`src/hdl/fault_monitor_params.svh`:
```
`ifndef FAULT_MONITOR_PARAMS_SVH
`define FAULT_MONITOR_PARAMS_SVH

// word indices; byte address is four times the index
`define IDX_RESET_MASK   10'h1D6
`define IDX_ALERT_MASK   10'h1D7
`define IDX_FAULT_STATUS 10'h1D8
`define IDX_IRQ_MASK     10'h1F0

// reset values
`define RST_RESET_MASK   16'hFFFF
`define RST_ALERT_MASK   16'hFFFF
`define RST_FAULT_STATUS 16'h0000
`define RST_IRQ_MASK     16'h0000

// field positions of the fault status register
`define LIVE_MSB         11
`define RSVD_MSB         15
`define RSVD_LSB         12
`define LIVE_BITS        12

// bus answer: cycles from request seen to waitrequest low
`define BUS_ACK_CYCLES   1

`endif

```
`src/hdl/fault_monitor_pkg.sv`:
```
package fault_monitor_pkg;

    // one field per fault detector, msb first (bit 11 down to bit 0)
    typedef struct packed {
        logic pll_lockdetect_failure;
        logic system_clock_freq_unlock;
        logic system_clock_ppm_unlock;
        logic system_clock_dead;
        logic line_driver_txclock_dead;
        logic pll_output_freq_unlock;
        logic pll_output_ppm_unlock;
        logic pll_output_clock_dead;
        logic recovered_clock_dead;
        logic converter_clock_dead;
        logic power_mgmt_fault;
        logic reset_control_fault;
    } fault_vec_t;

    typedef struct packed {
        logic [11:0] address;
        logic        read;
        logic        write;
        logic [31:0] writedata;
        logic [3:0]  byteenable;
    } avmm_req_t;

    typedef struct packed {
        logic [31:0] readdata;
        logic        waitrequest;
    } avmm_rsp_t;

    typedef enum logic [1:0] {
        BUS_IDLE = 2'b01,
        BUS_ACK  = 2'b10
    } bus_state_t;

endpackage

```
`src/hdl/sefi_fault_status_monitor.sv`:
```
// The implementer's own choice: register access over Avalon-MM.
`timescale 1ns/1ps
`include "fault_monitor_params.svh"

module sefi_fault_status_monitor
    import fault_monitor_pkg::*;
(
    input  wire logic       core_clk,
    input  wire logic       rstn,
    input  wire logic       ce,
    input  wire avmm_req_t  bus_req,
    output avmm_rsp_t       bus_rsp,
    input  wire fault_vec_t fault_in,
    output logic            recovery_alert_out_n,
    output logic            soft_recovery_req,
    output logic            irq
);

    // =========================================================
    // address decode
    // =========================================================
    function automatic logic idx_hit(input logic [11:0] addr,
                                     input logic [9:0]  idx);
        idx_hit = (addr[11:2] == idx) && (addr[1:0] == 2'h0);
    endfunction

    wire logic hit_reset_mask;
    wire logic hit_alert_mask;
    wire logic hit_status;
    wire logic hit_irq_mask;

    assign hit_reset_mask = idx_hit(bus_req.address, `IDX_RESET_MASK);
    assign hit_alert_mask = idx_hit(bus_req.address, `IDX_ALERT_MASK);
    assign hit_status     = idx_hit(bus_req.address, `IDX_FAULT_STATUS);
    assign hit_irq_mask   = idx_hit(bus_req.address, `IDX_IRQ_MASK);

    // =========================================================
    // bus handshake
    // =========================================================
    bus_state_t  bus_state_ff;
    bus_state_t  nxt_bus_state;
    logic        waitrequest_ff;
    logic        nxt_waitrequest;
    logic [31:0] readdata_ff;
    logic [31:0] nxt_readdata;

    wire logic   req_seen;
    wire logic   write_fire;
    wire logic   read_load;
    wire logic [15:0] lane_mask;
    wire logic [15:0] wr_merge_reset;
    wire logic [15:0] wr_merge_alert;
    wire logic [15:0] wr_merge_irq;

    assign req_seen   = bus_req.read | bus_req.write;
    assign write_fire = (bus_state_ff == BUS_ACK) & bus_req.write;
    assign read_load  = (bus_state_ff == BUS_IDLE) & bus_req.read;
    assign lane_mask  = {{8{bus_req.byteenable[1]}},
                         {8{bus_req.byteenable[0]}}};

    // request is answered one cycle after it is seen, then released
    always_comb begin
        nxt_bus_state   = bus_state_ff;
        nxt_waitrequest = waitrequest_ff;
        case (bus_state_ff)
            BUS_IDLE: begin
                if (req_seen) begin
                    nxt_bus_state   = BUS_ACK;
                    nxt_waitrequest = 1'b0;
                end
            end
            BUS_ACK: begin
                nxt_bus_state   = BUS_IDLE;
                nxt_waitrequest = 1'b1;
            end
            default: begin
                nxt_bus_state   = BUS_IDLE;
                nxt_waitrequest = 1'b1;
            end
        endcase
    end

    always_ff @(posedge core_clk) begin
        if (!rstn) begin
            bus_state_ff   <= BUS_IDLE;
            waitrequest_ff <= 1'b1;
        end else if (ce) begin
            bus_state_ff   <= nxt_bus_state;
            waitrequest_ff <= nxt_waitrequest;
        end
    end

    // =========================================================
    // mask registers
    // =========================================================
    logic [15:0] reset_mask_ff;
    logic [15:0] alert_mask_ff;
    logic [15:0] irq_mask_ff;
    logic [15:0] nxt_reset_mask;
    logic [15:0] nxt_alert_mask;
    logic [15:0] nxt_irq_mask;

    assign wr_merge_reset = (reset_mask_ff & ~lane_mask)
                          | (bus_req.writedata[15:0] & lane_mask);
    assign wr_merge_alert = (alert_mask_ff & ~lane_mask)
                          | (bus_req.writedata[15:0] & lane_mask);
    assign wr_merge_irq   = (irq_mask_ff & ~lane_mask)
                          | (bus_req.writedata[15:0] & lane_mask);

    assign nxt_reset_mask = (write_fire & hit_reset_mask)
                          ? wr_merge_reset : reset_mask_ff;
    assign nxt_alert_mask = (write_fire & hit_alert_mask)
                          ? wr_merge_alert : alert_mask_ff;
    assign nxt_irq_mask   = (write_fire & hit_irq_mask)
                          ? wr_merge_irq : irq_mask_ff;

    always_ff @(posedge core_clk) begin
        if (!rstn) begin
            reset_mask_ff <= `RST_RESET_MASK;
            alert_mask_ff <= `RST_ALERT_MASK;
            irq_mask_ff   <= `RST_IRQ_MASK;
        end else if (ce) begin
            reset_mask_ff <= nxt_reset_mask;
            alert_mask_ff <= nxt_alert_mask;
            irq_mask_ff   <= nxt_irq_mask;
        end
    end

    // =========================================================
    // sticky fault status
    // =========================================================
    logic [`LIVE_MSB:0] status_ff;
    logic [`LIVE_MSB:0] nxt_status;
    wire logic [`LIVE_MSB:0] fault_bits;
    wire logic [`LIVE_MSB:0] clear_bits;
    wire logic [15:0]        status_word;

    assign fault_bits = fault_in;
    assign clear_bits = (write_fire & hit_status)
                      ? (bus_req.writedata[`LIVE_MSB:0]
                         & lane_mask[`LIVE_MSB:0])
                      : {`LIVE_BITS{1'b0}};

    // one flag per detector; a new fault beats a same-cycle clear
    genvar gi;
    generate
        for (gi = 0; gi <= `LIVE_MSB; gi++) begin : g_flag
            assign nxt_status[gi] = fault_bits[gi]
                                  | (status_ff[gi] & ~clear_bits[gi]);
        end
    endgenerate

    always_ff @(posedge core_clk) begin
        if (!rstn) begin
            status_ff <= `LIVE_BITS'(`RST_FAULT_STATUS);
        end else if (ce) begin
            status_ff <= nxt_status;
        end
    end

    assign status_word = {4'h0, status_ff};

    // =========================================================
    // read data
    // =========================================================
    wire logic [15:0] read_word;

    assign read_word = hit_reset_mask ? reset_mask_ff
                     : hit_alert_mask ? alert_mask_ff
                     : hit_status     ? status_word
                     : hit_irq_mask   ? irq_mask_ff
                     : 16'h0000;

    assign nxt_readdata = read_load ? {16'h0000, read_word} : readdata_ff;

    always_ff @(posedge core_clk) begin
        if (!rstn) begin
            readdata_ff <= 32'h0000_0000;
        end else if (ce) begin
            readdata_ff <= nxt_readdata;
        end
    end

    assign bus_rsp.readdata    = readdata_ff;
    assign bus_rsp.waitrequest = waitrequest_ff;

    // =========================================================
    // recovery and interrupt outputs
    // =========================================================
    logic alert_n_ff;
    logic soft_req_ff;
    logic irq_ff;
    wire logic nxt_alert_n;
    wire logic nxt_soft_req;
    wire logic nxt_irq;

    assign nxt_alert_n  = ~|(nxt_status & nxt_alert_mask[`LIVE_MSB:0]);
    assign nxt_soft_req = |(nxt_status & nxt_reset_mask[`LIVE_MSB:0]);
    assign nxt_irq      = |(nxt_status & nxt_irq_mask[`LIVE_MSB:0]);

    always_ff @(posedge core_clk) begin
        if (!rstn) begin
            alert_n_ff  <= 1'b1;
            soft_req_ff <= 1'b0;
            irq_ff      <= 1'b0;
        end else if (ce) begin
            alert_n_ff  <= nxt_alert_n;
            soft_req_ff <= nxt_soft_req;
            irq_ff      <= nxt_irq;
        end
    end

    assign recovery_alert_out_n = alert_n_ff;
    assign soft_recovery_req    = soft_req_ff;
    assign irq                  = irq_ff;

    generate
        for (gi = 0; gi <= `LIVE_MSB; gi++) begin : g_chk

        end
    endgenerate
endmodule

```
`config.mk`:
```
export PLATFORM = sky130hd
export DESIGN_NAME = sefi_fault_status_monitor
export DESIGN_NICKNAME = d
export VERILOG_FILES = /design/src/hdl/fault_monitor_pkg.sv /design/src/hdl/sefi_fault_status_monitor.sv
export VERILOG_INCLUDE_DIRS = /design/src /design/src/hdl
export SDC_FILE = /design/constraint.sdc
export NUM_CORES = 1
export LEC_CHECK = 0
export BUFFER_PORTS_ARGS = -buffer_cell sky130_fd_sc_hd__buf_2
export CORE_MARGIN = 3
export CORE_UTILIZATION = 58
export DETAILED_ROUTE_END_ITERATION = 7
export GPL_TIMING_DRIVEN = 0
export HOLD_SLACK_MARGIN = 0.12
export PLACE_DENSITY = 0.85
export SYNTH_ARGS = -nofsm -noshare
export SYNTH_HDL_FRONTEND = slang
export SYNTH_SLANG_ARGS = --single-unit
```
`constraint.sdc`:
```
create_clock -name core_clk -period 5.2 [get_ports core_clk]
set_input_delay 0.26 -clock core_clk [delete_from_list [all_inputs] [get_ports core_clk]]
set_output_delay 0.26 -clock core_clk [all_outputs]
set_load 0.01 [all_outputs]
```
Word level (Yosys, flattened, before mapping). Cells that the tools add are included.

Register bits after elaboration: 82. Latch bits: 0. RAM bits: 0. Bits in read-only memories: 0. Output and inout port bits: 36. Word-level logic and storage cells: 101. Memories: 0.

$add $sub $neg: 0. Multipliers: 0. Div/mod/pow operators: 0. Order comparisons: 0. Equal/unequal tests: 7. Shift-type cells: 0. Mux-type cells: 12. Bitwise operators: 55. Reductions and logical operators: 14.

Operator list (count): $and 16x16->16 (4); $mux 16 (4); $and 12x12->12 (4); $mux 12 (4); $or 16x16->16 (3); $eq 10x9->1 const B (4); $reduce_or 12->1 (3); $and 1x1->1 (18); $not 16->16 (1); $or 1x1->1 (13); $not 1->1 (12); $reduce_and 2->1 (5); $logic_and 1x1->1 (4); $mux 2 (2); $eq 2x1->1 const B (1); $eq 2x2->1 const B (1); $logic_not 2->1 (1); $mux 1 (2); $ne 2x2->1 const B (1); $logic_not 1->1 (1).

Logic depth before layout (Yosys ltp).
Depth in word-level cells: 10. Mapped depth: 9. Gate-level depth less buffers: 7.

Worst setup path after synthesis. No wires, ideal clock.

Path type: input to register. From: in bus_req[49] (netlist bit). To: reg irq_ff (netlist: irq). Setup time: 0.124 ns. Data arrival time: 2.208 ns. Data required time: 5.076 ns. Slack: 2.868 ns. Stages: 8. Cells stage by stage: and4b_2 > nand2_1 > nor4_2 > buf_4 > mux2i_1 > nor2_1 > nor4_1 > a21oi_1.

Longest elaborated chain between the ends: 9. Elaborated cells on any way between the ends: 46. Those cells by class: eq/ne: 2; mux: 2; bitwise: 39; reduce/logical: 3.

RTL lines: from (decl) (RTL line sefi_fault_status_monitor.sv:11) `input wire avmm_req_t bus_req,`; $eq 10x9->1 (RTL line sefi_fault_status_monitor.sv:24) `idx_hit = (addr[11:2] == idx) && (addr[1:0] == 2'h0);`; $logic_and 1x1->1 (RTL line sefi_fault_status_monitor.sv:24); $and 1x1->1 (RTL line sefi_fault_status_monitor.sv:139) `assign clear_bits = (write_fire & hit_status)`; $mux 12 (RTL line sefi_fault_status_monitor.sv:139); $not 1->1 (RTL line sefi_fault_status_monitor.sv:149) `| (status_ff[gi] & ~clear_bits[gi]);`; $and 1x1->1 (RTL line sefi_fault_status_monitor.sv:149); $or 1x1->1 (RTL line sefi_fault_status_monitor.sv:149); $and 12x12->12 (*) (RTL line sefi_fault_status_monitor.sv:199) `` assign nxt_irq = |(nxt_status & nxt_irq_mask[`LIVE_MSB:0]); ``; $reduce_or 12->1 (*) (RTL line sefi_fault_status_monitor.sv:199); to (signal assigned) (RTL line sefi_fault_status_monitor.sv:209) `irq_ff <= nxt_irq;`; to (decl) (RTL line sefi_fault_status_monitor.sv:192) `logic irq_ff;`.

Every way passes the cells marked *; elsewhere a longest branch is shown, timed or not. A chain may end at the register's enable or synchronous reset.

==> results by group <==
Place
  – Port Buffers: 62
  – DP Wirelength: slightly below 10000 µm
  – Post-Place Cell Area: a little under 5000 µm²
  – DP Cell Count: 664
  – Placer Congestion: roughly 0.97

STA
  – Setup TNS Final: 0 ns
  – Max_slew headroom: 0.1511
  – Final min period: roughly 2.8 ns
  – RSZ-0062 raised after global routing: false
  – Fin crit share: 0.5469
  – Worst slew pin tran: about 1.3 ns
  – Final Setup Violations: 0
  – Max-slew violations: 0
  – WHS: approximately 0.15 ns
  – Clock Skew: 0.004536 ns
  – Final Hold Fails: 0
  – Fmax: around 350 MHz

Power
  – P per Cell Area: about 250 nW/µm²
  – Final Total Pwr: 1.271 mW
  – Leakage power: approximately 2.0 nW
  – VDD IR-drop max: 0.1915 mV

Flow run
  – MaxCap Viol Count: 0

Setup path
  – CP max-delay cell: nor3_2
  – Critical path capture point type: flop
  – Crit path kind: reg2reg
  – Worst-path cell chain: nand4b_1, or3_4, nor3_2, mux2i_1, o22ai_1, nor4_1, a21oi_1
  – Crit path DAT: approximately 3.1 ns
  – Startpoint Class: flop
  – Required @ worst endpoint: 5.44 ns
  – Critical Path Fanout Max: 8
  – Max stage delay on crit path: 0.76 ns

Global route
  – First-pass GRT wire length: between 20000 and 25000 µm
  – Initial antenna violation count: 0
  – Largest net degree at the start of global routing: 15
  – Gr ovfl total: 0
  – Overall Global Routing Usage: 0.3085
  – Vias in the first global route: approximately 4000

CTS
  – Post-CTS setup buffer count: 0
  – Num CTS Buffers: 9
  – Hold_buf cts: 0
  – Clock-pin slew on the worst setup and hold paths: 0.08 ns
  – Clk Latency, worst-skew pair: roughly 0.35 ns
  – TritonCTS clock tree: yes
  – H-tree depth: 3
  – CTS Root Cell: clkbuf_8
  – Resize count post-CTS: 0
  – Clk buf depth: 2
  – TritonCTS Sinks: 81

Route
  – Vias: roughly 4400
  – DRT iter0 DRCs: between 400 and 500
  – WL final: between 10000 and 15000 µm
  – Via/cell ratio: around 6.5
  – Wire per inst: between 15 and 20 µm
  – First-pass DRT Iterations: 5
  – DRT antenna net count: 0
  – DRC Markers: 0

Logic synthesis
  – Sequential area share after synthesis: 0.3688
  – Yosys cell types: 48
  – Mean Syn Cell Area: around 9.0 µm²
  – Yosys reg bits: slightly above 80
  – Cells after Synth: slightly below 500
  – Synth warn: 0
  – Synthesized cell area: 4397 µm²

Die
  – Die ar.: approximately 8700 µm²
  – Row Count: 31
  – Die width: slightly above 90 µm
  – Die Height: 93.07 µm
  – Initial core utilization: 0.6030
  – Io pins: 101
  – Core Region: about 7300 µm²

Final layout
  – Area growth syn-to-layout: 15.65%
  – Nets@finish: approximately 640
  – Post-route cell area: between 5000 and 6000 µm²
  – Share of cells above drive strength 1: 0.1948
  – Fin cells: a little under 700
  – Antenna cell count: 0

Run status
  – Run status: complete, no violations

Worst hold path
  – Hold Crit Class: in2reg
-- path summary, 6_finish.rpt --
path	start	end	slack [ns]	cells after the start
worst min-delay path	bus_req[19]	flop	0.15	3
worst max-delay path	bus_state_ff[0]	soft_recovery_req	2.36	7
worst min register to register	flop	flop	0.48	2
worst max register to register	bus_state_ff[0]	soft_recovery_req	2.36	7
-- layout by cell type (no fill, tap or decap), types with 14 or more instances in the layout --
master    count
o21ai_0      17
clkbuf_1     25
buf_4        18
o211a_1      20
buf_2        63
dfxtp_1      81
a22oi_1      31
nand2_1      76
mux2i_1      68
nor2_1       14
conb_1       16
o211ai_1     17
a21boi_0     17
o22ai_1      16
-- routing by layer --
| metal | vias up | part of all wire | track usage |
|---|---|---|---|
| met2 | 336 | 0.43 | 0.4625 |
| met3 | 55 | 0.12 | 0.07321 |
| li1 | 1965 | - | - |
| met1 | 2046 | 0.40 | 0.4100 |
| met4 | 0 | 0.042 | 0.1648 |
| met5 | - | 0 | 0 |
-- final cells by class --
type	instances	area, µm²
Inverter	2	7.507
Timing Repair Buffer	62	310.3
Clock buffer	9	123.9
Tap cell	99	123.9
Fill cell	579	2207
Multi-Input combinational cell	373	2577
Buffer	47	252.7
Clock inverter	6	67.56
Sequential cell	81	1622
-- synthesized netlist by cell type, drive strengths merged --
cell | n | area share
and2b | 1 | 0.0017
nor2 | 16 | 0.015
nor3b | 1 | 0.0043
mux2i | 68 | 0.15
a22oi | 31 | 0.053
inv | 2 | 0.0017
o31ai | 1 | 0.0017
clkbuf | 25 | 0.021
a21oi | 2 | 0.0023
or4 | 2 | 0.0034
nand2 | 76 | 0.065
nor4b | 2 | 0.0074
nor2b | 10 | 0.014
dfxtp | 81 | 0.37
buf | 22 | 0.036
o21ai | 19 | 0.022
and3 | 3 | 0.0046
a21boi | 17 | 0.029
o221ai | 2 | 0.0040
nand4 | 1 | 0.0014
o32ai | 1 | 0.0020
o211ai | 17 | 0.029
or4b | 7 | 0.016
and4b | 4 | 0.0097
o211a | 20 | 0.046
nor4 | 6 | 0.011
or3 | 4 | 0.0068
nand2b | 1 | 0.0014
conb | 1 | 0.00085
nand4b | 2 | 0.0040
nand3 | 8 | 0.012
nand3b | 4 | 0.0068
nor3 | 15 | 0.021
o22ai | 16 | 0.023
-- metrics by stage --
step / setup slack (ns) / util
global placement: 2.332 / 0.6702
detailed placement: 2.362 / 0.6702
floorplan: 2.868 / -
global route: 2.324 / 0.6973
CTS: 2.493 / 0.6965
finish: 2.356 / 0.6973
-- worst max-delay path, delay by kind of cell (launching register included) --
kind | cells | cell delay [ns]
multiplexers | 1 | 0.34
flip-flops | 1 | 0.36
AO/OA/AOI/OAI | 2 | 0.24
AND/OR/NAND/NOR | 4 | 1.79
-- report_power, final --
group	switching [mW]	internal, mW
combinational	0.0950	0.0617
sequential	0.0120	0.638
clock	0.242	0.222
-- logic make-up (layout without fill, tap and decap cells) --
logic type | Yosys count | in the layout | share of synthesized area
compound gates | 126 | 126 | 0.2109
mux | 68 | 68 | 0.1548
other cells | 1 | 16 | 0.0008529
flops | 81 | 81 | 0.3688
simple gates | 163 | 163 | 0.2055
buf+inv | 49 | 126 | 0.05919
Power figures use the tool's default switching activity.
